**src/hdl/idfs_map.vh**
```
// Register offsets, field positions, reset values for the I2C control slice
// Included by the control block and its spike filter
`ifndef IDFS_MAP_VH
`define IDFS_MAP_VH
`define IDFS_OFS_CTRL 8'h00
`define IDFS_OFS_SETUP 8'h04
`define IDFS_CTRL_SPEED_LO 4
`define IDFS_CTRL_SPEED_HI 5
`define IDFS_CTRL_DMATX 9
`define IDFS_CTRL_DMARX 10
`define IDFS_CTRL_FILT_LO 13
`define IDFS_CTRL_FILT_HI 14
`define IDFS_CTRL_FSTOP 15
`define IDFS_SETUP_ALO_HI 6
`define IDFS_SETUP_AHI_LO 7
`define IDFS_SETUP_AHI_HI 9
`define IDFS_SETUP_SU_LO 16
`define IDFS_SETUP_SU_HI 31
`define IDFS_RST_ALO 7'h55
`define IDFS_RST_SU 16'h000f
`define IDFS_FILT_1 2'h1
`define IDFS_FILT_2 2'h2
`define IDFS_FILT_4 2'h3
`define IDFS_LIM_1 3'h1
`define IDFS_LIM_2 3'h2
`define IDFS_LIM_4 3'h4
`endif

```
**src/hdl/idfs_spike_filter.v**
```verilog
// Spike filter for one bus line: synchroniser plus selectable glitch width
// Assumes the pin is asynchronous to clk; idle level of the line is high
`timescale 1ns/1ps
`default_nettype none
`include "idfs_map.vh"
module idfs_spike_filter #(
   parameter CNT_W = 3
) (
   input wire clk,
   input wire srst,
   input wire pinIn,
   input wire [1:0] filtSel,
   output reg lineOut_ff
);
   reg s1_ff;
   reg s2_ff;
   reg s3_ff;
   reg [CNT_W-1:0] cnt_ff;
   reg [CNT_W-1:0] lim;
   reg [CNT_W-1:0] nxt_cnt;
   reg nxt_line;
   wire stable;
   assign stable = (s2_ff == s3_ff);
   always @* begin
      case (filtSel)
         `IDFS_FILT_1: lim = `IDFS_LIM_1;
         `IDFS_FILT_2: lim = `IDFS_LIM_2;
         `IDFS_FILT_4: lim = `IDFS_LIM_4;
         default: lim = 3'h0;
      endcase
   end
   ////////////////////////////////////////////////////////////////////////////
   // Level must persist longer than lim+1 cycles before it is accepted
   always @* begin
      nxt_cnt = cnt_ff;
      nxt_line = lineOut_ff;
      if (!stable || s2_ff == lineOut_ff) begin
         nxt_cnt = 3'h0;
      end else if (cnt_ff >= lim) begin
         nxt_line = s2_ff;
         nxt_cnt = 3'h0;
      end else begin
         nxt_cnt = cnt_ff + 3'h1;
      end
   end
   always @(posedge clk) begin
      if (srst) begin
         s1_ff <= 1'b1;
         s2_ff <= 1'b1;
         s3_ff <= 1'b1;
         cnt_ff <= 3'h0;
         lineOut_ff <= 1'b1;
      end else begin
         s1_ff <= pinIn;
         s2_ff <= s1_ff;
         s3_ff <= s2_ff;
         cnt_ff <= nxt_cnt;
         lineOut_ff <= nxt_line;
      end
   end
endmodule // idfs_spike_filter
`default_nettype wire

```
**src/hdl/idfs_ctrl.v**
```verilog
// Control and own-address registers of an I2C node: DMA enables, filters,
// forced stop, own address and slave setup timing
// Assumes a simple strobe register port and a DMA end-of-transfer pulse on clk
//
// Strobed register access was chosen for this implementation.
`timescale 1ns/1ps
`default_nettype none
`include "idfs_map.vh"
module idfs_ctrl (
   input wire clk,
   input wire srst,
   input wire [7:0] regAddr,
   input wire [31:0] regWdata,
   input wire regWr,
   input wire regRd,
   output reg [31:0] regRdata_ff,
   input wire txDataNeeded,
   input wire rxDataReady,
   input wire dmaEndOfTransfer,
   output wire dmaTxReq,
   output wire dmaRxReq,
   input wire sdaPin,
   input wire sclPin,
   output wire sdaFiltered,
   output wire sclFiltered,
   input wire stopDone,
   output wire forcedStopPending,
   input wire stretchRelease,
   output reg setupDone_ff,
   output wire [9:0] ownAddr,
   output wire [1:0] speedSelect
);
   reg [1:0] speed_ff;
   reg dmaTxEn_ff;
   reg dmaRxEn_ff;
   reg [1:0] filt_ff;
   reg fstop_ff;
   reg [6:0] aLo_ff;
   reg [2:0] aHi_ff;
   reg [15:0] setup_ff;
   reg [15:0] suCnt_ff;
   reg suRun_ff;
   // Next-state values
   reg [1:0] nxt_speed;
   reg nxt_dmaTxEn;
   reg nxt_dmaRxEn;
   reg [1:0] nxt_filt;
   reg nxt_fstop;
   reg [6:0] nxt_aLo;
   reg [2:0] nxt_aHi;
   reg [15:0] nxt_setup;
   reg [15:0] nxt_suCnt;
   reg nxt_suRun;
   reg nxt_setupDone;
   reg [31:0] nxt_rdata;
   // Register write decode
   wire wrCtrl;
   wire wrSetup;
   assign wrCtrl = regWr && (regAddr == `IDFS_OFS_CTRL);
   assign wrSetup = regWr && (regAddr == `IDFS_OFS_SETUP);
   assign dmaTxReq = dmaTxEn_ff && txDataNeeded;
   assign dmaRxReq = dmaRxEn_ff && rxDataReady;
   assign forcedStopPending = fstop_ff;
   assign ownAddr = {aHi_ff, aLo_ff};
   assign speedSelect = speed_ff;
   ////////////////////////////////////////////////////////////////////////////
   // Control register; end of transfer beats a same-cycle software write of the DMA enables
   always @* begin
      nxt_speed = speed_ff;
      nxt_dmaTxEn = dmaTxEn_ff;
      nxt_dmaRxEn = dmaRxEn_ff;
      nxt_filt = filt_ff;
      if (wrCtrl) begin
         nxt_speed = regWdata[`IDFS_CTRL_SPEED_HI:`IDFS_CTRL_SPEED_LO];
         nxt_dmaTxEn = regWdata[`IDFS_CTRL_DMATX];
         nxt_dmaRxEn = regWdata[`IDFS_CTRL_DMARX];
         nxt_filt = regWdata[`IDFS_CTRL_FILT_HI:`IDFS_CTRL_FILT_LO];
      end
      if (dmaEndOfTransfer) begin
         nxt_dmaTxEn = 1'h0;
         nxt_dmaRxEn = 1'h0;
      end
   end
   // Stop completion wins only when no new request arrives
   always @* begin
      nxt_fstop = fstop_ff;
      if (wrCtrl && regWdata[`IDFS_CTRL_FSTOP]) begin
         nxt_fstop = 1'h1;
      end else if (wrCtrl || stopDone) begin
         nxt_fstop = 1'h0;
      end
   end
   always @(posedge clk) begin
      if (srst) begin
         speed_ff <= 2'h0;
         dmaTxEn_ff <= 1'h0;
         dmaRxEn_ff <= 1'h0;
         filt_ff <= 2'h0;
         fstop_ff <= 1'h0;
      end else begin
         speed_ff <= nxt_speed;
         dmaTxEn_ff <= nxt_dmaTxEn;
         dmaRxEn_ff <= nxt_dmaRxEn;
         filt_ff <= nxt_filt;
         fstop_ff <= nxt_fstop;
      end
   end
   ////////////////////////////////////////////////////////////////////////////
   // Own address and setup register
   always @* begin
      nxt_aLo = aLo_ff;
      nxt_aHi = aHi_ff;
      nxt_setup = setup_ff;
      if (wrSetup) begin
         nxt_aLo = regWdata[`IDFS_SETUP_ALO_HI:0];
         nxt_aHi = regWdata[`IDFS_SETUP_AHI_HI:`IDFS_SETUP_AHI_LO];
         nxt_setup = regWdata[`IDFS_SETUP_SU_HI:`IDFS_SETUP_SU_LO];
      end
   end
   always @(posedge clk) begin
      if (srst) begin
         aLo_ff <= `IDFS_RST_ALO;
         aHi_ff <= 3'h0;
         setup_ff <= `IDFS_RST_SU;
      end else begin
         aLo_ff <= nxt_aLo;
         aHi_ff <= nxt_aHi;
         setup_ff <= nxt_setup;
      end
   end
   ////////////////////////////////////////////////////////////////////////////
   // Setup timer: pulse setup-1 cycles after stretch release
   always @* begin
      nxt_suCnt = suCnt_ff;
      nxt_suRun = suRun_ff;
      nxt_setupDone = 1'h0;
      if (stretchRelease) begin
         // A restart mid-count discards the old count
         if (setup_ff <= 16'h0001) begin
            nxt_setupDone = 1'h1;
            nxt_suRun = 1'h0;
         end else begin
            // Loaded two short: release and pulse edges both count
            nxt_suCnt = setup_ff - 16'h0002;
            nxt_suRun = 1'h1;
         end
      end else if (suRun_ff) begin
         if (suCnt_ff == 16'h0000) begin
            nxt_setupDone = 1'h1;
            nxt_suRun = 1'h0;
         end else begin
            nxt_suCnt = suCnt_ff - 16'h0001;
         end
      end
   end
   always @(posedge clk) begin
      if (srst) begin
         suCnt_ff <= 16'h0000;
         suRun_ff <= 1'h0;
         setupDone_ff <= 1'h0;
      end else begin
         suCnt_ff <= nxt_suCnt;
         suRun_ff <= nxt_suRun;
         setupDone_ff <= nxt_setupDone;
      end
   end
   ////////////////////////////////////////////////////////////////////////////
   // Read port; unmapped and reserved bits read zero
   always @* begin
      nxt_rdata = regRdata_ff;
      if (regRd) begin
         nxt_rdata = 32'h00000000;
         if (regAddr == `IDFS_OFS_CTRL) begin
            nxt_rdata[`IDFS_CTRL_SPEED_HI:`IDFS_CTRL_SPEED_LO] = speed_ff;
            nxt_rdata[`IDFS_CTRL_DMATX] = dmaTxEn_ff;
            nxt_rdata[`IDFS_CTRL_DMARX] = dmaRxEn_ff;
            nxt_rdata[`IDFS_CTRL_FILT_HI:`IDFS_CTRL_FILT_LO] = filt_ff;
            nxt_rdata[`IDFS_CTRL_FSTOP] = fstop_ff;
         end else if (regAddr == `IDFS_OFS_SETUP) begin
            nxt_rdata[`IDFS_SETUP_ALO_HI:0] = aLo_ff;
            nxt_rdata[`IDFS_SETUP_AHI_HI:`IDFS_SETUP_AHI_LO] = aHi_ff;
            nxt_rdata[`IDFS_SETUP_SU_HI:`IDFS_SETUP_SU_LO] = setup_ff;
         end
      end
   end
   always @(posedge clk) begin
      if (srst) begin
         regRdata_ff <= 32'h00000000;
      end else begin
         regRdata_ff <= nxt_rdata;
      end
   end
   ////////////////////////////////////////////////////////////////////////////
   // Line filters
   idfs_spike_filter #(.CNT_W(3)) uSdaFilt (
      .clk(clk),
      .srst(srst),
      .pinIn(sdaPin),
      .filtSel(filt_ff),
      .lineOut_ff(sdaFiltered)
   );
   idfs_spike_filter #(.CNT_W(3)) uSclFilt (
      .clk(clk),
      .srst(srst),
      .pinIn(sclPin),
      .filtSel(filt_ff),
      .lineOut_ff(sclFiltered)
   );
endmodule // idfs_ctrl
`default_nettype wire

```
**config.mk**
```make
export PLATFORM = sky130hd
export DESIGN_NAME = idfs_ctrl
export DESIGN_NICKNAME = d
export VERILOG_FILES = /design/src/hdl/idfs_spike_filter.v /design/src/hdl/idfs_ctrl.v
export VERILOG_INCLUDE_DIRS = /design/src /design/src/hdl
export SDC_FILE = /design/constraint.sdc
export NUM_CORES = 1
export LEC_CHECK = 0
export BUFFER_PORTS_ARGS = -buffer_cell sky130_fd_sc_hd__clkbuf_2
export CORE_MARGIN = 8
export CORE_UTILIZATION = 49
export DETAILED_ROUTE_END_ITERATION = 8
export PLACE_DENSITY = 0.77
export SLEW_MARGIN = 10
export SYNTH_ARGS = -nofsm -noshare
export SYNTH_HDL_FRONTEND = slang
export SYNTH_HIERARCHICAL = 1
export SYNTH_SLANG_ARGS = --single-unit
```
**constraint.sdc**
```tcl
create_clock -name clk -period 2.7 [get_ports clk]
set_clock_uncertainty 0.2 [all_clocks]
set_input_delay 0.135 -clock clk [delete_from_list [all_inputs] [get_ports clk]]
set_output_delay 0.135 -clock clk [all_outputs]
set_load 0.1 [all_outputs]
```
# ---- Word level (Yosys, flattened, before mapping)
# Cells that the tools add are included.
dict set report totals {
  in_bits 51
  elab_cells 85
  out_inout_bits 50
  register_bits 95
}
dict set report op_classes {
  order_cmp 3
  reduce_logical 20
  bitwise 2
  n_mux 24
  addsub 4
  n_eq_ne 10
}
# operator count
set ops {}
lappend ops {{two-way mux 16 bit} 6}
lappend ops {{less-or-equal comparator 16 x 1 -> 1 bit (second input constant)} 1}
lappend ops {{logical NOT 16 bit} 1}
lappend ops {{subtractor 16 x 1 -> 16 bit (second input constant)} 1}
lappend ops {{subtractor 16 x 2 -> 16 bit (second input constant)} 1}
lappend ops {{two-way mux 1 bit} 12}
lappend ops {{two-way mux 10 bit} 1}
lappend ops {{case mux 3 bit (3 select lines)} 1}
lappend ops {{equality test 8 x 3 -> 1 bit (second input constant)} 1}
lappend ops {{logical NOT 8 bit} 1}
lappend ops {{adder 3 x 1 -> 3 bit (second input constant)} 2}
lappend ops {{greater-or-equal comparator 3 bit} 2}
lappend ops {{two-way mux 3 bit} 2}
lappend ops {{OR reduction 3 bit} 2}
lappend ops {{logical AND 1 bit} 5}
lappend ops {{equality test 1 bit} 4}
lappend ops {{equality test 2 bit (second input constant)} 2}
lappend ops {{two-way mux 4 bit} 1}
lappend ops {{!= test 2 bit (second input constant)} 2}
lappend ops {{AND reduction 2 bit} 2}
lappend ops {{nonzero test 2 bit} 2}
lappend ops {{logical OR 1 bit} 3}
lappend ops {{AND reduction 3 bit} 1}
lappend ops {{equality test 2 x 1 -> 1 bit (second input constant)} 1}
lappend ops {{4 further kinds} 6}

# ---- Depth between registers and ports, before layout
# Gate-level depths: netlist (run 1).
dict set report logic_depth {
  depth_word 5
  mapped_depth 9
  depth_no_buf 7
}

# ---- Modules after synthesis
# The synthesis (run 1) kept the hierarchy.
# mod seq_area_each_um2 area_each_um2 cells_per_inst instances
set by_module_without_submodules {}
lappend by_module_without_submodules {idfs_ctrl 1621.6 3900.0 491 1}
lappend by_module_without_submodules {idfs_spike_filter 140.1 342.8 35 2}

# ---- Worst setup path after synthesis (run 1)
# OpenSTA, ideal clock, no wires.
dict set report synth_path {
  kind {reg2reg}
  startpoint {reg suCnt_ff[0]}
  endpoint {reg suCnt_ff[2]}
  slack_ns 0.203
  synth_period_minus_slack_ns 2.497
  arrival_time_ns 2.204
  setup_time_ns 0.092
  t_required_ns 2.408
  path_buffers 2
  path_stages_with_launch 10
  cell_sequence {dfxtp_1 > inv_1 > ha_1 > or4b_2 > nor4_1 > or2_2 > clkbuf_2 > buf_2 > a21oi_1 > o32ai_1}
}
dict set report synth_between {
  elab_chain_cells 4
  elab_cells_between_ends 7
  classes_between {1 x add/sub; 1 x eq/ne; 3 x mux; 2 x reduce/logical}
}
# element line_no
set synth_lines {}
lappend synth_lines {{start: declaration} idfs_ctrl.v:41} ;# reg [15:0] suCnt_ff;
lappend synth_lines {{start signal: assignment} idfs_ctrl.v:162} ;# suCnt_ff <= nxt_suCnt;
lappend synth_lines {{subtractor 16 x 1 -> 16 bit} idfs_ctrl.v:152} ;# nxt_suCnt = suCnt_ff - 16'h0001;
lappend synth_lines {{two-way mux 16 bit} idfs_ctrl.v:148} ;# if (suCnt_ff == 16'h0000) begin
lappend synth_lines {{two-way mux 16 bit} idfs_ctrl.v:147} ;# end else if (suRun_ff) begin
lappend synth_lines {{two-way mux 16 bit} idfs_ctrl.v:137} ;# if (stretchRelease) begin
# Parallel ways exist; a longest one is shown, timed or not. The select of a mux whose other input is x is not followed.
# A chain may end at the register's enable or synchronous reset.

# ---- Worst setup path after layout (run 1)
dict set report layout_path {
  startpoint {reg setup_ff[7]}
  endpoint {reg suCnt_ff[2]}
}
dict set report layout_between {
  elab_chain_cells 3
}
# element line_no
set layout_lines {}
lappend layout_lines {{start: declaration} idfs_ctrl.v:40} ;# reg [15:0] setup_ff;
lappend layout_lines {{start signal: assignment} idfs_ctrl.v:124} ;# setup_ff <= `IDFS_RST_SU;
lappend layout_lines {{start signal: assignment} idfs_ctrl.v:128} ;# setup_ff <= nxt_setup;
lappend layout_lines {{less-or-equal comparator 16 x 1 -> 1 bit} idfs_ctrl.v:139} ;# if (setup_ff <= 16'h0001) begin
lappend layout_lines {{!= test 2 bit (no source line)} n/a}
lappend layout_lines {{AND reduction 3 bit (no source line)} n/a}
# No other way between the ends.

==> reports/qor.yml, run 1 <==
floorplan:
  die_y_um: 113
  dieArea_um2: 12700
  core_um2: 9150
  start_util_pct: 50.1
  dieWidth_um: 113
  rows: 35
  io_pins: 101
placed_design:
  dp_hpwl_mm: 8.09
  place_area_um2: 5190
  globalplace.congestion: 0.856
  dpl.cell_count: 747
  post-place-ws_ps: 84.8
  numPortBuffers: 96
route:
  drtAntennaViolNets: 0
  drc: 0
  post_drt_wl_per_cell_um: 15.7
  firstDrtPassIters: 5
  vias: 4571
  routed_wirelength_mm: 12.7
  first_iter_violations: 296
  avgViaCountPerCell: 5.69
critical_path:
  critical_path_class: "reg -> reg"
  cp-end-kind: "register"
  crit_chain: "or4_4 > or2_4 > o41a_1 > nor2_1 > buf_4 > o32ai_1"
  ff2ff_path_depth: 6
  critical_path_peak_fanout: 9
  worstSetupStartpointType: "register"
  reg2reg_slack_ps: 170
  crit_slowest_cell: "or4_4"
  cp.required_ps: 2730
  cp.arrival_ps: 2560
  max_stage_delay_ps: 600
run_status:
  status: "finished, final reports clean"
worst_hold_path:
  worstHoldPathType: "in -> reg"
  min_delay_path_depth: 5
clock_network:
  clk_pin_slew_worst_paths_ps: 90
  worst_skew_pair.late_latency_ps: 360
  cts.sinks: 95
  clockRootBuffer: "clkbuf_8"
  cts_buffers: 9
  cts_tree: "built"
  htree_levels: 3
  postCtsSetupRepairBufs: 0
  clock_path_buffers: 2
logic_synthesis:
  ys_seq_area_share_pct: 41.5
  yosys.cell_types.count: 55
  postSynthAreaPerCell_um2: 8.17
  yosysMostFrequentCell: "dfxtp_1"
  synth_commonest_cells: "dfxtp_1 (95), a21oi_1 (79), nand2_1 (69)"
  netlist_area_um2: 4590
  ys_ff_latch: 95
  synth_top_area_share_pct: 41.5
  synth_area_leader_cell: "dfxtp_1"
  yosys-top-cells-area: "dfxtp_1 (41%), a21oi_1 (8.6%), nand2_1 (5.6%)"
  async_flop_share_pct: 0
  synth-main-ff-cell: "dfxtp_1"
  syn_inst: 561
  ys_warn_count: 6
  synth_edf_count: 0
job:
  cap_violations: 0
sta:
  fmax_ghz: 0.395
  relSlewSlack_pct: 43.5
  setup_viol: 0
  rsz0062_at_grt: "no"
  timing.final.ws_setup_ps: 170
  finalMaxSlewViolations: 0
  tightest_slew_ps: 848
  post-route-min-period_ps: 2530
  finalHoldViolCount: 0
  fin_tns_setup_ps: 0
  fin_crit_sh_pct: 93.7
cells_and_area:
  fin_nets: 748
  layout-drive-gt1-share_pct: 23.6
  utilization_pct: 63.0
  syn2layout_area_growth_pct: 25.7
  fin_cells: 804
  final_area_um2: 5770
grt:
  track_usage_pct: 20.1
  grt_pass1_vias: 4394
  grt_antenna_before_repair: 1
  grt_pass1_wl_mm: 21.2
  grt-ovfl-total: 0
  grt_max_degree: 108
power:
  peakVddDrop_v: 0.000314
  leakagePower_nw: 2.33
  powerDensity_nw_per_um2: 476
power by group:
part	total, mW	internal (mW)	switching, mW
clock network	0.850	0.355	0.495
logic	0.440	0.191	0.248
registers	1.46	1.43	0.0285
total	2.75	1.97	0.771
cells in the final DEF (no fill, tap or decap), drive strengths merged, types with 3 or more instances in the layout:
master and n:
nor2b 4, and3b 4, dlygate4sd3 39, a31oi 4, o21ai 7, inv 13, a22oi 5, or2 12
dfxtp 95, nand2b 41, clkinv 5, nand3 36, or3 6, or4 8, clkbuf 105, nor4 11
o32ai 10, a211oi 5, nand2 69, nor2 28, a21oi 81, mux2i 3, xor2 7, and2 3
ha 11, buf 21, xnor2 4, nand4 3, nor3 21, nand3b 9
flip-flops by register name (all words and copies together) (netlist names):
| signal | cells |
|---|---|
| uSclFilt/s2_ff | 1 |
| uSdaFilt/s3_ff | 1 |
| uSdaFilt/s1_ff | 1 |
| dmaRxEn_ff | 1 |
| uSclFilt/s1_ff | 1 |
| setupDone_ff | 1 |
| filt_ff | 2 |
| regRdata_ff | 30 |
| dmaTxEn_ff | 1 |
| setup_ff | 16 |
| uSclFilt/lineOut_ff | 1 |
| aHi_ff | 3 |
| uSdaFilt/lineOut_ff | 1 |
| uSclFilt/cnt_ff | 3 |
| forcedStopPending | 1 |
| speedSelect | 2 |
| uSclFilt/s3_ff | 1 |
| uSdaFilt/s2_ff | 1 |
| aLo_ff | 7 |
| suRun_ff | 1 |
| uSdaFilt/cnt_ff | 3 |
| suCnt_ff | 16 |
metrics by stage:
step	hold WS [ps]	total power [mW]
final	73.0	2.75
after global routing	72.9	2.86
after CTS	49.6	2.74
after detailed placement	125	1.87
after global placement	119	1.86
after floorplan	14.3	1.75
final timing paths:
kind	to	start
setup / recovery	suCnt_ff[2]	setup_ff[7]
hold / removal	speedSelect[1]	regAddr[2]
setup reg to reg	suCnt_ff[2]	setup_ff[7]
hold reg to reg	uSdaFilt/s2_ff	uSdaFilt/s1_ff
layer usage:
metal	track usage [%]	part of all wire, %	up-vias
li1	-	-	2217
met1	25.0	42	2133
met2	31.7	47	190
met3	5.64	8.1	31
met4	9.17	2.9	0
met5	0	0	-
worst max-delay path: cells and delay by family (launching register included):
family / cells / cell delay, ps
AND/OR/NAND/NOR: 3 / 1080
AO/OA/AOI/OAI: 2 / 580
flip-flops: 1 / 380
buffers and inverters: 1 / 170
kinds of logic after synthesis:
logic type / after synthesis / synth area share [%]
adders and majority gates: 11 / 3.00
and+or+nand+nor: 260 / 30.3
AOI/OAI and AO/OA: 125 / 17.0
xor gates and xnor gates: 11 / 2.10
muxes: 3 / 0.655
buffers and inverters: 55 / 5.35
DFF: 95 / 41.5
other: 1 / 0.0818
layout make-up:
type	instances	area, um2
multi-input cells	412	2450
clock inverters	6	36.3
diodes	2	5.00
fillers	748	3390
clock buffers	10	138
well taps	111	139
repair buffers	155	1050
inverters	13	48.8
flip-flops and latches	95	1900
repair_timing:
item                                   CTS  global route
setup endpoints to repair                0            15
endpoints found under the hold margin   35             0
hold buffers                            39             0
gates resized for setup                  0             2
Note: power is estimated with default switching activity, not from simulation.
==> run 2, diff against run 1 <==
PLACE_DENSITY = 0.74   (was 0.77)
clock period = 3.2 ns   (was 2.7 ns; I/O delays follow)
==> reports/qor.yml, run 2 (synthesized netlist as in run 1, its figures left out) <==
grt:
  grt_max_degree: 61
  grt-ovfl-total: 0
  met3_usage_pct: 5.75
  grt_antenna_before_repair: 0
  busiest_layer: "met2"
  track_usage_pct: 20.4
  grt_pass1_wl_mm: 21.3
  met2_usage_pct: 33.8
  met1_usage_pct: 23.8
  grt_pass1_vias: 4454
cells_and_area:
  fill_cells: 766
  layout-drive-gt1-share_pct: 22.4
  regArea_um2: 1900
  largest-register: "regRdata_ff"
  fin_nets: 739
  final_area_um2: 5680
  largest_register_ffs: 30
  top_regs: "regRdata_ff (30), setup_ff (16), suCnt_ff (16)"
  diodes: 0
  layout_common_cells: "dfxtp_1 (95), clkbuf_2 (95), a21oi_1 (79)"
  syn2layout_area_growth_pct: 23.9
  multi_input_area_um2: 2440
floorplan:
  start_util_pct: 50.1
  rows: 35
  die_y_um: 113
  dieWidth_um: 113
  dieArea_um2: 12700
  io_pins: 101
  core_um2: 9150
critical_path:
  crit_end: "suCnt_ff[10]"
  cp.required_ps: 3280
  crit_chain: "inv_1 > ha_1 > or4b_2 > nor4_1 > or2_2 > a21oi_1 > o31ai_1"
  critical_path_peak_fanout: 16
  rr_endpoint: "suCnt_ff[10]"
  max_stage_delay_ps: 620
  cp.arrival_ps: 2780
  r2r-start: "suCnt_ff[0]"
  worstSetupStartpointType: "register"
  crit_slowest_cell: "or4b_2"
  critPathLaunch: "suCnt_ff[0]"
  cp_top_family: "simple AND/OR/NAND/NOR gates"
  cp.depth: 7
  reg2reg_slack_ps: 500
  cp-end-kind: "register"
  critical_path_class: "reg -> reg"
  crit_buf_inv: 1
  ff2ff_path_depth: 7
sta:
  fin_crit_sh_pct: 84.5
  finalMaxSlewViolations: 0
  post-route-min-period_ps: 2700
  hold_slack_ps: 65.4
  timing.final.ws_setup_ps: 497
  rsz0062_at_grt: "no"
  setup_viol: 0
  fmax_ghz: 0.370
  finalHoldViolCount: 0
  relSlewSlack_pct: 32.8
  fin_tns_setup_ps: 0
  tightest_slew_ps: 1010
route:
  routed_wirelength_mm: 12.7
  post_drt_wl_per_cell_um: 16.1
  vias: 4497
  first_iter_violations: 296
  drtAntennaViolNets: 0
  drc: 0
  avgViaCountPerCell: 5.67
  firstDrtPassIters: 5
placed_design:
  numPortBuffers: 96
  globalplace.congestion: 0.821
  place_area_um2: 5100
  dp_hpwl_mm: 8.35
  post-place-ws_ps: 558
clock_network:
  cts_resized: 0
  cts_buffers: 9
  postCtsSetupRepairBufs: 0
  clock_path_buffers: 2
  clockRootBuffer: "clkbuf_8"
  clk_pin_slew_worst_paths_ps: 90
  htree_levels: 3
  cts_tree: "built"
  cts.sinks: 95
  cts-hold-fix-buffers: 38
  worst_skew_pair.late_latency_ps: 370
power:
  peakVddDrop_v: 0.000355
  powerDensity_nw_per_um2: 420
  intPower_mw: 1.74
  power_mw: 2.39
  comb_power_share_pct: 14.7
  netSwitchingFraction_pct: 27.3
  leakagePower_nw: 2.28
  clock_power_share_pct: 33.9
  pwr-share-seq_pct: 51.5
  switchingPower_mw: 0.652
run_status:
  status: "finished, final reports clean"
job:
  cap_violations: 0
worst_hold_path:
  worstHoldPathType: "in -> reg"
## run 2: changes by cell type in the layout (fill, tap and decap cells not counted), sizes merged
cell,previous run,this run
inv,13,14
bufinv,0,1
diode,2,0
clkbuf,105,106
dlygate4sd3,39,38
buf,21,13
clkinv,5,2
## run 2: final cells by class
class                           count  area share (%)
Multi-Input combinational cell    412            43.0
Clock buffer                       11            2.49
Clock inverter                      5           0.991
Sequential cell                    95            33.5
Tap cell                          111            2.44
Inverter                           13           0.859
Timing Repair Buffer              146            16.7
## run 2: how the worst min path moves through the flow
stage                     cells after the start              from              to  slack [ps]
after floorplan                               1  dmaEndOfTransfer      dmaRxEn_ff          40
after global placement                        2            sclPin  uSclFilt/s1_ff         140
after detailed placement                      2            sdaPin  uSdaFilt/s1_ff         150
after CTS                                     2              srst      filt_ff[1]          50
after global routing                          2              srst      filt_ff[1]         110
final                                         2              srst      filt_ff[1]          70
## run 2: power groups by stage
| stage | Clock (mW) | Sequential (mW) | Combinational (mW) |
|---|---|---|---|
| 6_report | 0.809 | 1.23 | 0.350 |
| 3_3_place_gp | 0 | 1.25 | 0.301 |
| 3_5_place_dp | 0 | 1.26 | 0.309 |
| 4_1_cts | 0.816 | 1.23 | 0.344 |
| 5_1_grt | 0.870 | 1.23 | 0.381 |
| 2_1_floorplan | 0 | 1.27 | 0.206 |
## run 2: worst reg2reg max path, stage by stage, from the launching register on
cell and delay (ps):
dfxtp_1 360, inv_1 90, ha_1 140, or4b_2 620, nor4_1 460, or2_2 410, a21oi_1 120, o31ai_1 210
## run 2: through the flow
step | utilization, % | instances
floorplan | - | 562
global placement | 55.7 | 739
detailed placement | 55.7 | 739
CTS | 62.1 | 793
global route | 62.1 | 793
finish | 62.1 | 793
## run 2: per-layer routing
metal | part of all wire [%] | wire (um)
met5 | 0 | 0
met4 | 2.2 | 276
met3 | 7.0 | 897
met2 | 50 | 6340
met1 | 41 | 5230
==> run 3, diff against run 2 <==
ABC_AREA = 1   (was not set)
PLACE_DENSITY = 0.77   (was 0.74)
clock period = 2.4 ns   (was 3.2 ns; I/O delays follow)
==> reports/qor.yml, run 3 <==
route:
  firstDrtPassIters: 5
  vias: 4932
  drtAntennaViolNets: 0
  avgViaCountPerCell: 5.17
  post_drt_wl_per_cell_um: 14.0
  first_iter_violations: 294
  routed_wirelength_mm: 13.3
  drc: 0
clock_network:
  clock_path_buffers: 2
  worst_skew_pair.late_latency_ps: 370
  clockRootBuffer: "clkbuf_8"
  cts.sinks: 95
  clk_pin_slew_worst_paths_ps: 100
  cts_buffers: 9
  cts_tree: "built"
  htree_levels: 3
power:
  peakVddDrop_v: 0.000332
  leakagePower_nw: 2.82
  powerDensity_nw_per_um2: 563
critical_path:
  critical_path_class: "in -> reg"
  cp.required_ps: 2470
  r2r-start: "suCnt_ff[0]"
  cp-end-kind: "register"
  max_stage_delay_ps: 600
  critical_path_peak_fanout: 8
  reg2reg_slack_ps: 520
  crit_buf_inv: 3
  ff2ff_path_depth: 11
  cp.depth: 9
  crit_chain: "clkbuf_2 > nor2_1 > nand2_1 > nor3_4 > nand2_2 > o21ai_0 > dlygate4sd3_1 > nor2_1 > dlygate4sd3_1"
  critPathLaunch: "regAddr[5]"
  rr_endpoint: "suCnt_ff[12]"
  cp.arrival_ps: 2440
  cp_top_family: "buffers and inverters"
  worstSetupStartpointType: "input port"
  crit_slowest_cell: "dlygate4sd3_1"
  crit_end: "dmaTxEn_ff"
cells_and_area:
  layout_common_cells: "nand2_1 (200), clkbuf_2 (96), dfxtp_1 (95)"
  mostFrequentLayoutCell: "nand2_1"
  layout-drive-gt1-share_pct: 17.7
  largest_register_ffs: 30
  diodes: 0
  fill_cells: 785
  largest-register: "regRdata_ff"
  final_area_um2: 5880
  syn2layout_area_growth_pct: 26.1
  fin_nets: 882
  top_regs: "regRdata_ff (30), setup_ff (16), suCnt_ff (16)"
placed_design:
  post-place-ws_ps: 571
  place_area_um2: 5220
  numPortBuffers: 96
  dp_hpwl_mm: 9.04
  globalplace.congestion: 0.842
sta:
  finalHoldViolCount: 0
  fin_crit_sh_pct: 98.8
  finalMaxSlewViolations: 0
  fmax_ghz: 0.422
  tightest_slew_ps: 747
  relSlewSlack_pct: 50.1
  fin_tns_setup_ps: 0
  hold_slack_ps: 29.7
  timing.final.ws_setup_ps: 28.1
  post-route-min-period_ps: 2370
  setup_viol: 0
logic_synthesis:
  synth_commonest_cells: "nand2_1 (201), dfxtp_1 (95), nor2_1 (80)"
  netlist_area_um2: 4660
  synth_top_area_share_pct: 40.8
  synth_xor_area_share_pct: 0.563
  yosys.cell_types.count: 39
  postSynthAreaPerCell_um2: 6.78
  async_flop_share_pct: 0
  yosys-top-cells-area: "dfxtp_1 (41%), nand2_1 (16%), nand3_1 (7.4%)"
  synth_compound_area_share_pct: 11.5
  synth_edf_count: 0
  ys_seq_area_share_pct: 40.8
  synth-main-ff-cell: "dfxtp_1"
  synth_top_family_by_area: "simple AND/OR/NAND/NOR gates"
  ys_ff_latch: 95
  synthSimpleGateAreaFrac_pct: 35.2
  syn_inst: 688
  muxShareOfSynthArea_pct: 0
  yosysMostFrequentCell: "nand2_1"
  ys_warn_count: 6
  yosys.area_share.adder_pct: 2.95
  synth_area_leader_cell: "dfxtp_1"
grt:
  track_usage_pct: 20.6
  grt_pass1_wl_mm: 21.8
  grt_max_degree: 39
  grt_pass1_vias: 4621
  grt_antenna_before_repair: 0
  grt-ovfl-total: 0
floorplan:
  die_y_um: 114
  core_um2: 9240
  start_util_pct: 50.5
  dieWidth_um: 114
  dieArea_um2: 12900
  rows: 35
  io_pins: 101
run_status:
  status: "finished, final reports clean"
job:
  cap_violations: 0
worst_hold_path:
  min_delay_path_depth: 5
  worstHoldPathType: "in -> reg"
## run 3: cell count changes in the layout (fill, tap and decap cells not counted), sizes merged, moves of 34 or more
cell	delta
nor2	+57
inv	+57
nand2	+137
nand3	+34
nand2b	-41
## run 3: report_power, final
group          internal, mW  switching [mW]  total (mW)
logic                 0.188           0.367       0.555
registers              1.61          0.0358        1.65
clock network         0.502           0.606        1.11
## run 3: cell type report
class / instances / area, um2 / share of cell area (%)
clock buffer: 9 / 124 / 2.11
clock inverter: 7 / 83.8 / 1.42
inverter: 68 / 260 / 4.42
multi-input combinational: 498 / 2360 / 40.1
sequential: 95 / 1900 / 32.3
tap: 129 / 161 / 2.74
timing repair buffer: 148 / 993 / 16.9
## run 3: per-layer routing
layer | up-vias | wire length (um) | part of all wire [%] | GRT usage (%)
li1 | 2462 | - | - | -
met3 | 31 | 825 | 6.2 | 4.91
met4 | 0 | 323 | 2.4 | 8.88
met2 | 180 | 6590 | 49 | 35.8
met5 | - | 0 | 0 | 0
met1 | 2259 | 5590 | 42 | 23.7
## run 3: cells by family after synthesis
logic type,Yosys count
flip-flops,95
buffers and inverters,96
other,1
AO/OA/AOI/OAI,99
adder cells (fa/ha/maj),11
XOR/XNOR,3
AND/OR/NAND/NOR,383
## run 3: through the flow
step	cells	utilization [%]	total power, mW
floorplan	689	-	2.06
global placement	893	56.5	2.17
detailed placement	893	56.5	2.18
CTS	953	63.5	3.32
global route	954	63.7	3.46
finish	954	63.7	3.31
## run 3: what timing repair did
action,4_1_cts,5_1_grt
endpoints found under the setup margin,0,2
setup buffers,0,1
hold buffers,44,0
gates resized for setup,0,2
hold endpoints to repair,39,0
## run 3: tightest hold or removal path, delay by kind of cell
kind | cells | cell delay [ps]
AND/OR/NAND/NOR | 2 | 110
buffers and inverters | 2 | 280
AO/OA/AOI/OAI | 1 | 50
## run 3: how the worst min path moves through the flow
stage | to | from | slack [ps]
6_report | regRdata_ff[15] | regAddr[2] | 30
5_1_grt | regRdata_ff[15] | regAddr[2] | 30
4_1_cts | regRdata_ff[15] | regAddr[2] | 5
3_5_place_dp | uSclFilt/s1_ff | sclPin | 110
3_3_place_gp | uSdaFilt/s1_ff | sdaPin | 100
2_1_floorplan | uSclFilt/s1_ff | sclPin | 20
